$ cat src/frirq_pkg.sv
// Purpose: constants and types for the frame rate inquiry register bank
// Assumes: 32-bit AXI4-Lite register access, 12-bit byte offsets
// Notes:   capability tables are fixed; index 0 is the lowest offset
package frirq_pkg;

    // address and data widths
    localparam int ADDR_W = 12;
    localparam int DATA_W = 32;
    localparam int NCAP   = 6;
    localparam int CNT_W  = 8;

    // capability register offsets, index 0 last in the list
    localparam logic [NCAP-1:0][ADDR_W-1:0] CAP_OFS = {
        12'h238, 12'h234, 12'h228, 12'h218, 12'h214, 12'h204
    };

    // one availability bit per rate, bit 0 = 1.875 fps .. bit 7 = 240 fps
    localparam logic [NCAP-1:0][7:0] CAP_VAL = {
        8'h1e, 8'h1e, 8'h3c, 8'h1f, 8'h3f, 8'h3f
    };

    // block control and status
    localparam logic [ADDR_W-1:0] CTRL_OFS     = 12'h300;
    localparam logic [ADDR_W-1:0] STAT_OFS     = 12'h304;
    localparam int                CTRL_ERR_BIT = 0;
    localparam logic              CTRL_RESET   = 1'b1;
    localparam logic [CNT_W-1:0]  STAT_RESET   = 8'h00;

    // AXI response codes
    localparam logic [1:0] RESP_OKAY   = 2'b00;
    localparam logic [1:0] RESP_SLVERR = 2'b10;

    // read answer carrier
    typedef struct packed {
        logic [DATA_W-1:0] data;
        logic [1:0]        resp;
    } frirq_rd_type;

    // channel states
    typedef enum {W_COLLECT, W_RESP} frirq_wst_type;
    typedef enum {R_IDLE, R_RESP} frirq_rst_type;

endpackage

$ cat src/frirq_regs.sv
// Purpose: read-only frame rate capability bank behind an AXI4-Lite slave
// Assumes: MCLK_I at 100 MHz, all bus inputs synchronous to it
// Notes:   one write and one read in flight at most; no byte lanes on reads
// Functional notes
// RQ1: one bit per format, mode and rate
// RQ2: bit one means supported, zero unsupported
// RQ3: bits 0..7 are 1.875 to 240 fps
// RQ4: offset 0x204 reports rates 0..5 available
// RQ5: offset 0x214 reports rates 0..5 available
// RQ6: offset 0x218 reports rates 0..4 available
// RQ7: offset 0x228 reports rates 2..5 available
// RQ8: offset 0x234 reports rates 1..4 available
// RQ9: offset 0x238 reports rates 1..4 available
// RQ10: bits 8..31 always read as zero
// RQ11: writes to capability registers are ignored
//
// Implementation choice: the AXI4-Lite interface to the registers.
`timescale 1ns/100ps
`default_nettype none
module frirq_regs
    import frirq_pkg::*;
(
    // clock and reset
    input  wire logic              MCLK_I,
    input  wire logic              RESETN_I,
    // write address channel
    input  wire logic [ADDR_W-1:0] S_AXI_AWADDR_I,
    input  wire logic              S_AXI_AWVALID_I,
    output logic                   S_AXI_AWREADY_O,
    // write data channel
    input  wire logic [DATA_W-1:0] S_AXI_WDATA_I,
    input  wire logic [3:0]        S_AXI_WSTRB_I,
    input  wire logic              S_AXI_WVALID_I,
    output logic                   S_AXI_WREADY_O,
    // write response channel
    output logic [1:0]             S_AXI_BRESP_O,
    output logic                   S_AXI_BVALID_O,
    input  wire logic              S_AXI_BREADY_I,
    // read address channel
    input  wire logic [ADDR_W-1:0] S_AXI_ARADDR_I,
    input  wire logic              S_AXI_ARVALID_I,
    output logic                   S_AXI_ARREADY_O,
    // read data channel
    output logic [DATA_W-1:0]      S_AXI_RDATA_O,
    output logic [1:0]             S_AXI_RRESP_O,
    output logic                   S_AXI_RVALID_O,
    input  wire logic              S_AXI_RREADY_I
);

    // reset synchroniser: asserts at once, releases after two edges
    logic [1:0] rst_sync_q;
    logic       rst_n_s;

    always_ff @(posedge MCLK_I or negedge RESETN_I) begin
        if (!RESETN_I) begin
            rst_sync_q <= 2'b00;
        end else begin
            rst_sync_q <= {rst_sync_q[0], 1'b1};
        end
    end
    assign rst_n_s = rst_sync_q[1];

    // write channel state
    frirq_wst_type      wst_q, wst_d;
    logic               aw_got_q, aw_got_d;
    logic               w_got_q, w_got_d;
    logic [ADDR_W-1:0]  waddr_q, waddr_d;
    logic [DATA_W-1:0]  wdata_q, wdata_d;
    logic [3:0]         wstrb_q, wstrb_d;
    logic [1:0]         bresp_q, bresp_d;
    logic               ctrl_err_q, ctrl_err_d;
    logic [CNT_W-1:0]   ign_cnt_q, ign_cnt_d;

    // read channel state
    frirq_rst_type      rst_q, rst_d;
    frirq_rd_type       rd_q, rd_d;
    logic [ADDR_W-3:0]  rd_word_q, rd_word_d;

    // decode helpers
    logic               aw_fire, w_fire, wr_go, cap_wr_evt;
    logic [ADDR_W-1:0]  waddr_eff;
    logic [DATA_W-1:0]  wdata_eff;
    logic [3:0]         wstrb_eff;
    logic [NCAP-1:0]    cap_hit_w, cap_hit_r;

    // handshake outputs follow the channel states
    assign S_AXI_AWREADY_O = (wst_q == W_COLLECT) && !aw_got_q;
    assign S_AXI_WREADY_O  = (wst_q == W_COLLECT) && !w_got_q;
    assign S_AXI_BVALID_O  = (wst_q == W_RESP);
    assign S_AXI_BRESP_O   = bresp_q;
    assign S_AXI_ARREADY_O = (rst_q == R_IDLE);
    assign S_AXI_RVALID_O  = (rst_q == R_RESP);
    assign S_AXI_RDATA_O   = rd_q.data;
    assign S_AXI_RRESP_O   = rd_q.resp;

    assign aw_fire   = S_AXI_AWVALID_I && S_AXI_AWREADY_O;
    assign w_fire    = S_AXI_WVALID_I && S_AXI_WREADY_O;
    assign waddr_eff = aw_got_q ? waddr_q : S_AXI_AWADDR_I;
    assign wdata_eff = w_got_q ? wdata_q : S_AXI_WDATA_I;
    assign wstrb_eff = w_got_q ? wstrb_q : S_AXI_WSTRB_I;
    assign wr_go     = (wst_q == W_COLLECT) && (aw_got_q || aw_fire) && (w_got_q || w_fire);

    // word-level match against each capability offset
    for (genvar i = 0; i < NCAP; i++) begin : g_cap_hit
        assign cap_hit_w[i] = (waddr_eff[ADDR_W-1:2] == CAP_OFS[i][ADDR_W-1:2]);
        assign cap_hit_r[i] = (S_AXI_ARADDR_I[ADDR_W-1:2] == CAP_OFS[i][ADDR_W-1:2]);
    end

    assign cap_wr_evt = wr_go && (|cap_hit_w);

    // write path: collect address and data in either order, then answer
    always_comb begin
        wst_d      = wst_q;
        aw_got_d   = aw_got_q;
        w_got_d    = w_got_q;
        waddr_d    = waddr_q;
        wdata_d    = wdata_q;
        wstrb_d    = wstrb_q;
        bresp_d    = bresp_q;
        ctrl_err_d = ctrl_err_q;
        ign_cnt_d  = ign_cnt_q;
        case (wst_q)
            W_COLLECT: begin
                if (aw_fire) begin
                    aw_got_d = 1'b1;
                    waddr_d  = S_AXI_AWADDR_I;
                end
                if (w_fire) begin
                    w_got_d = 1'b1;
                    wdata_d = S_AXI_WDATA_I;
                    wstrb_d = S_AXI_WSTRB_I;
                end
                if (wr_go) begin
                    aw_got_d = 1'b0;
                    w_got_d  = 1'b0;
                    wst_d    = W_RESP;
                    bresp_d  = RESP_OKAY;
                    if (waddr_eff[ADDR_W-1:2] == CTRL_OFS[ADDR_W-1:2]) begin
                        if (wstrb_eff[0]) begin
                            ctrl_err_d = wdata_eff[CTRL_ERR_BIT];
                        end
                    end else if (|cap_hit_w) begin
                        // value untouched, only counted for diagnostics
                        ign_cnt_d = ign_cnt_q + 8'h01; // RQ11
                    end else if (waddr_eff[ADDR_W-1:2] == STAT_OFS[ADDR_W-1:2]) begin
                        bresp_d = RESP_OKAY;
                    end else if (ctrl_err_q) begin
                        bresp_d = RESP_SLVERR;
                    end
                end
            end
            W_RESP: begin
                if (S_AXI_BREADY_I) begin
                    wst_d = W_COLLECT;
                end
            end
            default: wst_d = W_COLLECT;
        endcase
    end

    always_ff @(posedge MCLK_I or negedge rst_n_s) begin
        if (!rst_n_s) begin
            wst_q      <= W_COLLECT;
            aw_got_q   <= 1'b0;
            w_got_q    <= 1'b0;
            waddr_q    <= '0;
            wdata_q    <= '0;
            wstrb_q    <= '0;
            bresp_q    <= RESP_OKAY;
            ctrl_err_q <= CTRL_RESET;
            ign_cnt_q  <= STAT_RESET;
        end else begin
            wst_q      <= wst_d;
            aw_got_q   <= aw_got_d;
            w_got_q    <= w_got_d;
            waddr_q    <= waddr_d;
            wdata_q    <= wdata_d;
            wstrb_q    <= wstrb_d;
            bresp_q    <= bresp_d;
            ctrl_err_q <= ctrl_err_d;
            ign_cnt_q  <= ign_cnt_d;
        end
    end

    // read path: one cycle from address taken to data valid
    always_comb begin
        rst_d     = rst_q;
        rd_d      = rd_q;
        rd_word_d = rd_word_q;
        case (rst_q)
            R_IDLE: begin
                if (S_AXI_ARVALID_I) begin
                    rst_d     = R_RESP;
                    rd_word_d = S_AXI_ARADDR_I[ADDR_W-1:2];
                    rd_d.data = '0; // RQ10
                    rd_d.resp = RESP_OKAY;
                    if (|cap_hit_r) begin
                        // constant table, bit per rate, upper bits stay zero
                        for (int k = 0; k < NCAP; k++) begin // RQ4 RQ5 RQ6 RQ7 RQ8 RQ9
                            if (cap_hit_r[k]) begin
                                rd_d.data[7:0] = CAP_VAL[k]; // RQ1 RQ2 RQ3
                            end
                        end
                    end else if (S_AXI_ARADDR_I[ADDR_W-1:2] == CTRL_OFS[ADDR_W-1:2]) begin
                        rd_d.data[CTRL_ERR_BIT] = ctrl_err_q;
                    end else if (S_AXI_ARADDR_I[ADDR_W-1:2] == STAT_OFS[ADDR_W-1:2]) begin
                        rd_d.data[CNT_W-1:0] = ign_cnt_q;
                    end else if (ctrl_err_q) begin
                        rd_d.resp = RESP_SLVERR;
                    end
                end
            end
            R_RESP: begin
                if (S_AXI_RREADY_I) begin
                    rst_d = R_IDLE;
                end
            end
            default: rst_d = R_IDLE;
        endcase
    end

    always_ff @(posedge MCLK_I or negedge rst_n_s) begin
        if (!rst_n_s) begin
            rst_q     <= R_IDLE;
            rd_q      <= '0;
            rd_word_q <= '0;
        end else begin
            rst_q     <= rst_d;
            rd_q      <= rd_d;
            rd_word_q <= rd_word_d;
        end
    end

    // decode copies for the checks, kept apart from the datapath
    logic               ar_ctrl_hit, ar_stat_hit, ar_unmapped;
    logic               aw_ctrl_hit, aw_unmapped;
    logic [1:0]         unmap_resp;

    assign ar_ctrl_hit = (S_AXI_ARADDR_I[ADDR_W-1:2] == CTRL_OFS[ADDR_W-1:2]);
    assign ar_stat_hit = (S_AXI_ARADDR_I[ADDR_W-1:2] == STAT_OFS[ADDR_W-1:2]);
    assign ar_unmapped = !(|cap_hit_r) && !ar_ctrl_hit && !ar_stat_hit;
    assign aw_ctrl_hit = (waddr_eff[ADDR_W-1:2] == CTRL_OFS[ADDR_W-1:2]);
    assign aw_unmapped = !(|cap_hit_w) && !aw_ctrl_hit
                         && (waddr_eff[ADDR_W-1:2] != STAT_OFS[ADDR_W-1:2]);
    assign unmap_resp  = ctrl_err_q ? RESP_SLVERR : RESP_OKAY;
endmodule
`default_nettype wire

$ cat config.mk
export PLATFORM = sky130hd
export DESIGN_NAME = frirq_regs
export DESIGN_NICKNAME = d
export VERILOG_FILES = /design/src/frirq_pkg.sv /design/src/frirq_regs.sv
export SDC_FILE = /design/constraint.sdc
export NUM_CORES = 1
export LEC_CHECK = 0
export ABC_AREA = 1
export ABC_CLOCK_PERIOD_IN_PS = 3380
export BUFFER_PORTS_ARGS = -buffer_cell sky130_fd_sc_hd__clkbuf_2
export CORE_ASPECT_RATIO = 1.2
export CORE_UTILIZATION = 50
export CTS_CLUSTER_DIAMETER = 50
export DETAILED_ROUTE_END_ITERATION = 8
export HOLD_SLACK_MARGIN = 0.08
export PLACE_DENSITY = 0.83
export SLEW_MARGIN = 5
export SYNTH_ARGS = -nofsm -noshare
export SYNTH_HDL_FRONTEND = slang
export SYNTH_SLANG_ARGS = --single-unit
$ cat constraint.sdc
create_clock -name MCLK_I -period 3.38 [get_ports MCLK_I]
set_input_delay 0.338 -clock MCLK_I [delete_from_list [all_inputs] [get_ports MCLK_I]]
set_output_delay 0.338 -clock MCLK_I [all_outputs]
set_load 0.02 [all_outputs]
==> flow_summary.toml, run 1 <==
[power_and_ir_drop]
p_per_area_nw_per_um2 = 584
vdd_drop_max_mv = 0.360
p_leak_nw = 1.47

[route]
dr.pass1.iters = 4
final_antenna_net_count = 0
drt_iter0_markers = 80
routed_wl_um = 3960
routedWlPerCell_um = 9.75
vias_per_cell = 4.71
route.detailed.drc = 0
vias = 1914

[sta]
skew_ps = 4.20
hold_viol = 0
tightest_slew_ps = 525
hold_ws_ps = 215
finalCritPeriodShare = 0.499
min_period_ps = 1680
setup_viol = 0
fin_setup_tns_ps = 0
rsz0062_at_grt = "false"
fmax_mhz = 593
slew_headroom = 0.650
final_max_slew_viol_count = 0

[synthesis]
ys.flop_type = "dfrtp_1"
ys_warn_count = 0
synth-edff-count = 0
synth_area_um2 = 2260
synth_cell_types = 31
synthTopCellsByArea = "dfrtp_1 40%, nand2_1 16%, buf_4 8.6%, inv_1 5.5%, nand3_1 5.1%"
synth.top_cell.area_share = 0.398
async_reset_ff_frac = 1.00
ys_ff_latch = 37
synth.largest_area_cell = "dfrtp_1"
yosysSeqAreaShare = 0.410
synthCells = 301
synth_area_per_cell_um2 = 7.52

[floorplan]
die_h_um = 75.7
rows = 26
initial_core_util = 0.527
die-width_um = 63.4
dieArea_um2 = 4800
core_area_um2 = 4290
io_pins = 108

[worst_hold_path]
min_path_type = "in2reg"

[grt]
grt_pass1_vias = 1682
overflow = 0
grt_usage = 0.180
grt_pass1_wl_um = 6780
antenna_found_initial = 0
grt_max_degree = 24

[clock_tree]
cts_root_buf = "clkbuf_8"
cts_buffers = 5
cts_resized = 0
clockBufferDepth = 2
htreeDepth = 2
clock-sinks = 37
tritoncts = "done"
clkTransAtPathRegs_ps = 70
clk_latency_ps = 290

[outcome]
status = "complete, no violations"

[critical_path]
worst_setup_path_start_kind = "register"
required_ps = 3560
crit_fanout = 11
worst_ep_arrival_time_ps = 1860
critPathCaptureType = "register"
critPathKind = "reg2reg"

[layout]
seqCellArea_um2 = 927
fillers = 450
diodes = 0
layout_commonest_cell = "nand2_1"
multi_input_area_um2 = 1070
layout.cells.non_filler = 406
final_util = 0.593
nNetsFinal = 417
areaGrowthSynthToFinish_pct = 12.5
drive_gt1_frac = 0.214
mostFrequentLayoutCells = "94 x nand2_1, 43 x clkbuf_2, 36 x dfrtp_1, 33 x inv_1, 27 x conb_1"

[placement]
place_congestion = 0.759
port_buffers = 43
dpl.cell_count = 397
hpwl_um = 3060

[run]
drv_cap = 0
[registers in the layout, indices dropped and copies added, names as in the netlist]
| signal | count |
|---|---|
| S_AXI_BRESP_O | 1 |
| S_AXI_RDATA_O | 8 |
| S_AXI_RRESP_O | 1 |
| aw_got_q | 1 |
| ctrl_err_q | 1 |
| ign_cnt_q | 8 |
| rst_q | 1 |
| rst_sync_q | 2 |
| w_got_q | 1 |
| waddr_q | 10 |
| wdata_q | 1 |
| wst_q | 1 |
| wstrb_q | 1 |
[per-layer routing]
metal / routed length (um) / global-route usage
met5: 0 / 0
met4: 55 / 0.0682
met3: 209 / 0.0374
met2: 2030 / 0.348
met1: 1660 / 0.195
[power breakdown]
part           internal (mW)  switching [mW]
clock                  0.184           0.152
sequential             0.550          0.0864
combinational          0.168           0.345
[logic make-up (layout without fill, tap and decap cells)]
kind of cell / count (synthesis) / in the layout / share of synthesized area
compound gates: 20 / 20 / 0.0509
xor+xnor: 4 / 4 / 0.0155
fa+ha+maj: 1 / 1 / 0.00553
buf+inv: 66 / 90 / 0.157
flops: 37 / 37 / 0.410
mux: 3 / 3 / 0.0144
other cells: 2 / 27 / 0.00332
simple gates: 168 / 168 / 0.344
[synthesized netlist by cell type (2+ instances only)]
cell type / number
nand2_1: 94
xor2_1: 4
mux2_2: 2
conb_1: 2
nand2_4: 2
a21oi_1: 4
nand3_1: 23
inv_1: 33
dfrtp_1: 36
nand2_2: 6
nor2_2: 3
nor2_1: 23
o21ai_0: 10
o31ai_1: 2
nand4_1: 13
inv_2: 4
buf_4: 26
[critical path: stages (launching register included)]
cell and delay [ps]:
dfrtp_1 630, inv_2 150, nor2_1 120, nand2_1 70, nand2_2 80, nand2_4 70, nor2_8 170, nand3_4 140
nand2_1 90, nand2_1 50
[cell type report]
class / instances / area share
Clock inverter: 1 / 0.00197
Tap cell: 56 / 0.0275
Clock buffer: 7 / 0.0379
Sequential cell: 37 / 0.364
Multi-Input combinational cell: 223 / 0.422
Timing Repair Buffer: 45 / 0.0914
Inverter: 37 / 0.0546
[metrics by stage]
step | setup WS [ps] | cell area [um2] | power [mW]
after floorplan | 1930 | 2360 | 1.06
after global placement | 1710 | 2430 | 1.15
after detailed placement | 1690 | 2430 | 1.16
after CTS | 1660 | 2540 | 1.50
after global routing | 1500 | 2540 | 1.60
final | 1700 | 2540 | 1.49
[repair_timing]
action                                 in CTS  in global routing
hold buffers                                1                  0
endpoints found under the hold margin       2                  0
buffers inserted                            0                  0
[final timing paths]
path                                start            to  slack, ps  cells past startpoint
max                              aw_got_q  ign_cnt_q[6]       1700                      9
min in group asynchronous   rst_sync_q[1]      wst_q[0]        220                      0
max in group asynchronous   rst_sync_q[1]    ctrl_err_q       2410                      1
max reg2reg                      aw_got_q  ign_cnt_q[6]       1700                      9
min reg2reg                 rst_sync_q[1]      wst_q[0]        210                      0
min                        S_AXI_BREADY_I      wst_q[0]        210                      2
Note: power is estimated with default switching activity, not from simulation.
==> inputs of run 2 (changes only) <==
--- a/config.mk
+++ b/config.mk
@@ -6,14 +6,14 @@
 export NUM_CORES = 1
 export LEC_CHECK = 0
 export ABC_AREA = 1
-export ABC_CLOCK_PERIOD_IN_PS = 3380
+export ABC_CLOCK_PERIOD_IN_PS = 1400
 export BUFFER_PORTS_ARGS = -buffer_cell sky130_fd_sc_hd__clkbuf_2
 export CORE_ASPECT_RATIO = 1.2
-export CORE_UTILIZATION = 50
+export CORE_UTILIZATION = 42
 export CTS_CLUSTER_DIAMETER = 50
 export DETAILED_ROUTE_END_ITERATION = 8
 export HOLD_SLACK_MARGIN = 0.08
-export PLACE_DENSITY = 0.83
+export PLACE_DENSITY = 0.75
 export SLEW_MARGIN = 5
 export SYNTH_ARGS = -nofsm -noshare
 export SYNTH_HDL_FRONTEND = slang
==> constraint.sdc (replaced) <==
create_clock -name MCLK_I -period 1.4 [get_ports MCLK_I]
set_input_delay 0.14 -clock MCLK_I [delete_from_list [all_inputs] [get_ports MCLK_I]]
set_output_delay 0.14 -clock MCLK_I [all_outputs]
set_load 0.02 [all_outputs]
==> run 2 against run 1 <==
The run now ends with negative setup slack left. Design area is 12% higher. Routed wire length increased by 17%. Via count is 6.8% higher. Critical path depth unchanged. Sequential cell count did not move. Core utilization decreased by 2.5 points. Setup slack got worse by 1700 ps. Largest cell class unchanged. Largest power group is now combinational cells. First-iteration DRC count grew 43%.
==> flow_summary.toml, run 2 (synthesis results as in run 1) <==
[outcome]
status = "finished, violations left"
violations = "negative setup slack"

[critical_path]
path_buf_inv = 1
required_ps = 1580
slowest_delay_ps = 450
worst_ep_arrival_time_ps = 1590
critPathKind = "reg2reg"
critPathCaptureType = "register"
worst_setup_path_start_kind = "register"
cp_cell_sequence = "buf_12, nor2_4, nand2_2, nand2_2, nand2_4, nor2_8, nand3_4, nand2_1, nand2_1"
cpMaxStageDelayCell = "dfrtp_2"
cp_top_family = "simple AND/OR/NAND/NOR gates"
crit_fanout = 8

[route]
route.detailed.drc = 0
top_layer = "met4"
met1_length_um = 1930
vias_per_cell = 4.71
routedWlPerCell_um = 10.7
final_antenna_net_count = 0
met2_wirelength_um = 2420
wl_met3_um = 231
drt_iter0_markers = 114
vias = 2044
dr.pass1.iters = 5
routed_wl_um = 4650

[grt]
grt_pass1_wl_um = 7450
grt_usage = 0.174
antenna_found_initial = 0
grt_max_degree = 36
grt_pass1_vias = 1784
overflow = 0

[power_and_ir_drop]
comb_power_share = 0.417
vdd_drop_max_mv = 1.09
clkPwrFrac = 0.221
p_per_area_nw_per_um2 = 1460
pwr-share-seq = 0.362
p_leak_nw = 1.61
intPower_mw = 2.61
swShare = 0.376
power.switching_mw = 1.57

[floorplan]
initial_core_util = 0.448
io_pins = 108
die_h_um = 82.4
core_area_um2 = 5040
dieArea_um2 = 5680
rows = 28
die-width_um = 69.0

[sta]
final_max_slew_viol_count = 0
skew_ps = 9.74
fin_setup_tns_ps = -15.1
rsz0062_at_grt = "true"
setup_viol = 4
fmax_mhz = 711
hold_viol = 0
setup_ws_ps = -7.05
min_period_ps = 1410
finalCritPeriodShare = 1.01

[layout]
final_area_um2 = 2860
layout_commonest_cell = "nand2_1"
largest_reg_flops = 10
nNetsFinal = 441
final_util = 0.567
diodes = 0
regMostFlops = "waddr_q"
drive_gt1_frac = 0.267
mostFrequentLayoutCells = "86 x nand2_1, 43 x clkbuf_2, 35 x dfrtp_1, 32 x inv_1, 27 x conb_1"
areaGrowthSynthToFinish_pct = 26.5

[clock_tree]
htreeDepth = 2
cts_root_buf = "clkbuf_8"
clk_latency_ps = 290
clkTransAtPathRegs_ps = 80
cts_buffers = 5
clockBufferDepth = 2
clock-sinks = 37
tritoncts = "done"

[placement]
hpwl_um = 3220
placed_area_um2 = 2550
place_congestion = 0.779
port_buffers = 43

[worst_hold_path]
min_path_type = "in2reg"

[run]
drv_cap = 0
-- run 2: cell count changes in the layout (fill, tap and decap cells not counted), sizes merged --
cell / change
buf: +13
bufinv: +1
dlygate4sd3: +10
-- run 2: repair_timing --
action | 4_1_cts | 5_1_grt
cloned | 0 | 2
endpoints found under the setup margin | 7 | 16
gates resized for setup | 2 | 18
hold endpoints to repair | 12 | 0
pin swaps | 1 | 9
hold buffers | 11 | 0
buffers inserted | 2 | 0
-- run 2: final timing paths --
path	from	end	slack, ps	cells past startpoint
hold / removal	S_AXI_WSTRB_I[0]	wstrb_q[0]	100	2
setup reg to reg	aw_got_q	ign_cnt_q[1]	-7	9
max in group asynchronous	rst_sync_q[1]	ctrl_err_q	760	1
min in group asynchronous	RESETN_I	rst_sync_q[0]	160	2
setup / recovery	aw_got_q	ign_cnt_q[1]	-7	9
hold reg to reg	rst_sync_q[1]	S_AXI_RDATA_O[0]	270	1
-- run 2: stage by stage --
step / hold slack, ps / setup slack, ps / cells / power (mW)
6_report: 98.2 / -7.05 / 434 / 4.19
5_1_grt: 89.7 / -112 / 434 / 4.49
4_1_cts: 80.8 / -4.18 / 432 / 4.07
3_5_place_dp: -70.3 / -18.3 / 411 / 3.08
3_3_place_gp: -71.6 / 17.6 / 411 / 3.04
2_1_floorplan: -156 / 68.6 / 326 / 2.58
-- run 2: power groups by stage --
stage                     Clock (mW)  Combinational (mW)  Sequential (mW)
after floorplan                    0                1.02             1.56
after global placement             0                1.53             1.51
after detailed placement           0                1.56             1.52
after CTS                      0.945                1.62             1.50
after global routing            1.00                1.93             1.55
final                          0.927                1.74             1.51
-- run 2: layer usage --
layer / vias to the layer above / track usage
li1: 1040 / -
met1: 931 / 0.190
met2: 62 / 0.329
met3: 11 / 0.0426
met4: 0 / 0.0429
met5: - / 0
-- run 2: area by class of cell --
class                      count  area (um2)
clock inverter                 2        38.8
sequential                    37         928
clock buffer                   6        72.6
timing repair buffer          69         504
fill                         499        2180
inverter                      37         139
tap                           60        75.1
multi-input combinational    223        1100
==> inputs of run 3 (changes only) <==
--- a/config.mk
+++ b/config.mk
@@ -7,13 +7,13 @@
 export LEC_CHECK = 0
 export ABC_AREA = 1
 export ABC_CLOCK_PERIOD_IN_PS = 1400
-export BUFFER_PORTS_ARGS = -buffer_cell sky130_fd_sc_hd__clkbuf_2
 export CORE_ASPECT_RATIO = 1.2
-export CORE_UTILIZATION = 42
+export CORE_UTILIZATION = 50
 export CTS_CLUSTER_DIAMETER = 50
 export DETAILED_ROUTE_END_ITERATION = 8
+export DONT_BUFFER_PORTS = 1
 export HOLD_SLACK_MARGIN = 0.08
-export PLACE_DENSITY = 0.75
+export PLACE_DENSITY = 0.66
 export SLEW_MARGIN = 5
 export SYNTH_ARGS = -nofsm -noshare
 export SYNTH_HDL_FRONTEND = slang
==> run 3 against run 2 <==
The run now ends clean. Via count fell by 7.9%. Total power decreased by 5.1%. Clock-buffer cell count increased by 2. Combinational power barely moved. Critical endpoint is now ign_cnt_q[7]. Largest cell class unchanged.
==> flow_summary.toml, run 3 (synthesis results as in run 1) <==
[grt]
antenna_found_initial = 0
grt_max_degree = 36
grt_usage = 0.182
overflow = 0
grt_pass1_wl_um = 6760
grt_pass1_vias = 1694

[clock_tree]
clkTransAtPathRegs_ps = 70
clock-sinks = 37
htreeDepth = 2
cts_buffers = 5
clockBufferDepth = 2
cts_root_buf = "clkbuf_8"
tritoncts = "done"
clk_latency_ps = 290

[layout]
largest_reg_flops = 10
layout_commonest_cell = "nand2_1"
drive_gt1_frac = 0.191
regMostFlops = "waddr_q"
diodes = 0
final_util = 0.635
seqCellArea_um2 = 928
fillers = 408
areaGrowthSynthToFinish_pct = 20.5
mostFrequentLayoutCells = "84 x nand2_1, 35 x dfrtp_1, 33 x inv_1, 27 x conb_1, 23 x nand3_1"
multi_input_area_um2 = 1120
nNetsFinal = 413
layout.cells.non_filler = 402
final_area_um2 = 2730

[sta]
setup_viol = 0
hold_ws_ps = 107
hold_viol = 0
final_max_slew_viol_count = 0
fmax_mhz = 717
finalCritPeriodShare = 0.997
fin_setup_tns_ps = 0
skew_ps = 5.21
rsz0062_at_grt = "true"
min_period_ps = 1400
setup_ws_ps = 4.65

[critical_path]
critPathKind = "reg2reg"
worst_ep_arrival_time_ps = 1580
reg2reg_depth = 9
r2r-start = "aw_got_q"
r2r_slack_ps = 5
r2r_end = "ign_cnt_q[7]"
worst_setup_path_start_kind = "register"
crit_fanout = 8
required_ps = 1590
critPathCaptureType = "register"

[route]
met1_length_um = 1780
vias = 1883
top_layer = "met4"
vias_per_cell = 4.68
routed_wl_um = 4230
met2_wirelength_um = 2220
routedWlPerCell_um = 10.5
dr.pass1.iters = 4
drt_iter0_markers = 39
wl_met3_um = 160
final_antenna_net_count = 0
route.detailed.drc = 0

[worst_hold_path]
hp-start = "S_AXI_WDATA_I[0]"
hold_depth = 4
whs_endpoint = "ctrl_err_q"
min_path_type = "in2reg"

[power_and_ir_drop]
p_total_mw = 3.97
vdd_drop_max_mv = 1.07
p_per_area_nw_per_um2 = 1460
p_leak_nw = 1.47

[placement]
dp_slack_ps = 27.5
placed_area_um2 = 2400
place_congestion = 0.754
hpwl_um = 3030
port_buffers = 0
dpl.cell_count = 375

[floorplan]
dieArea_um2 = 4800
io_pins = 108
die-width_um = 63.4
rows = 26
core_area_um2 = 4290
die_h_um = 75.7
initial_core_util = 0.527

[run]
drv_cap = 0

[outcome]
status = "complete, no violations"
## run 3: power breakdown
| group | internal [mW] | switching [mW] |
|---|---|---|
| Combinational | 0.761 | 0.967 |
| Clock | 0.353 | 0.362 |
| Sequential | 1.33 | 0.198 |
## run 3: per-layer routing
layer,up-vias,track usage
met5,-,0
met4,0,0.0808
met3,6,0.0464
met2,39,0.338
met1,853,0.196
li1,985,-
## run 3: layout make-up
class                   count  share of cell area
clock buffers               8              0.0294
multi-input cells         223               0.411
inverters                  37              0.0519
flip-flops and latches     37               0.341
well taps                  56              0.0257
repair buffers             41               0.142
## run 3: critical path, stage by stage (launching register included)
cell	delay (ps)
dfrtp_2	440
buf_6	150
nor2_2	80
nand2_1	70
nand2_2	80
nand2_4	80
nor2_8	140
nand3_4	130
nand2_1	90
nand2_1	50
## run 3: what timing repair did
action,CTS,global route
setup endpoints to repair,1,11
hold endpoints to repair,18,0
pin swaps,0,15
hold buffers,17,0
setup buffers,0,2
resized for setup,1,18
## run 3: worst max path at each step
stage	start	endpoint	slack (ps)	cells after the start
global placement	aw_got_q	ign_cnt_q[6]	40	9
global route	aw_got_q	ign_cnt_q[6]	-80	9
finish	aw_got_q	ign_cnt_q[7]	5	9
CTS	aw_got_q	ign_cnt_q[6]	20	7
floorplan	wst_q[0]	wdata_q[0]	70	3
detailed placement	aw_got_q	ign_cnt_q[6]	30	7
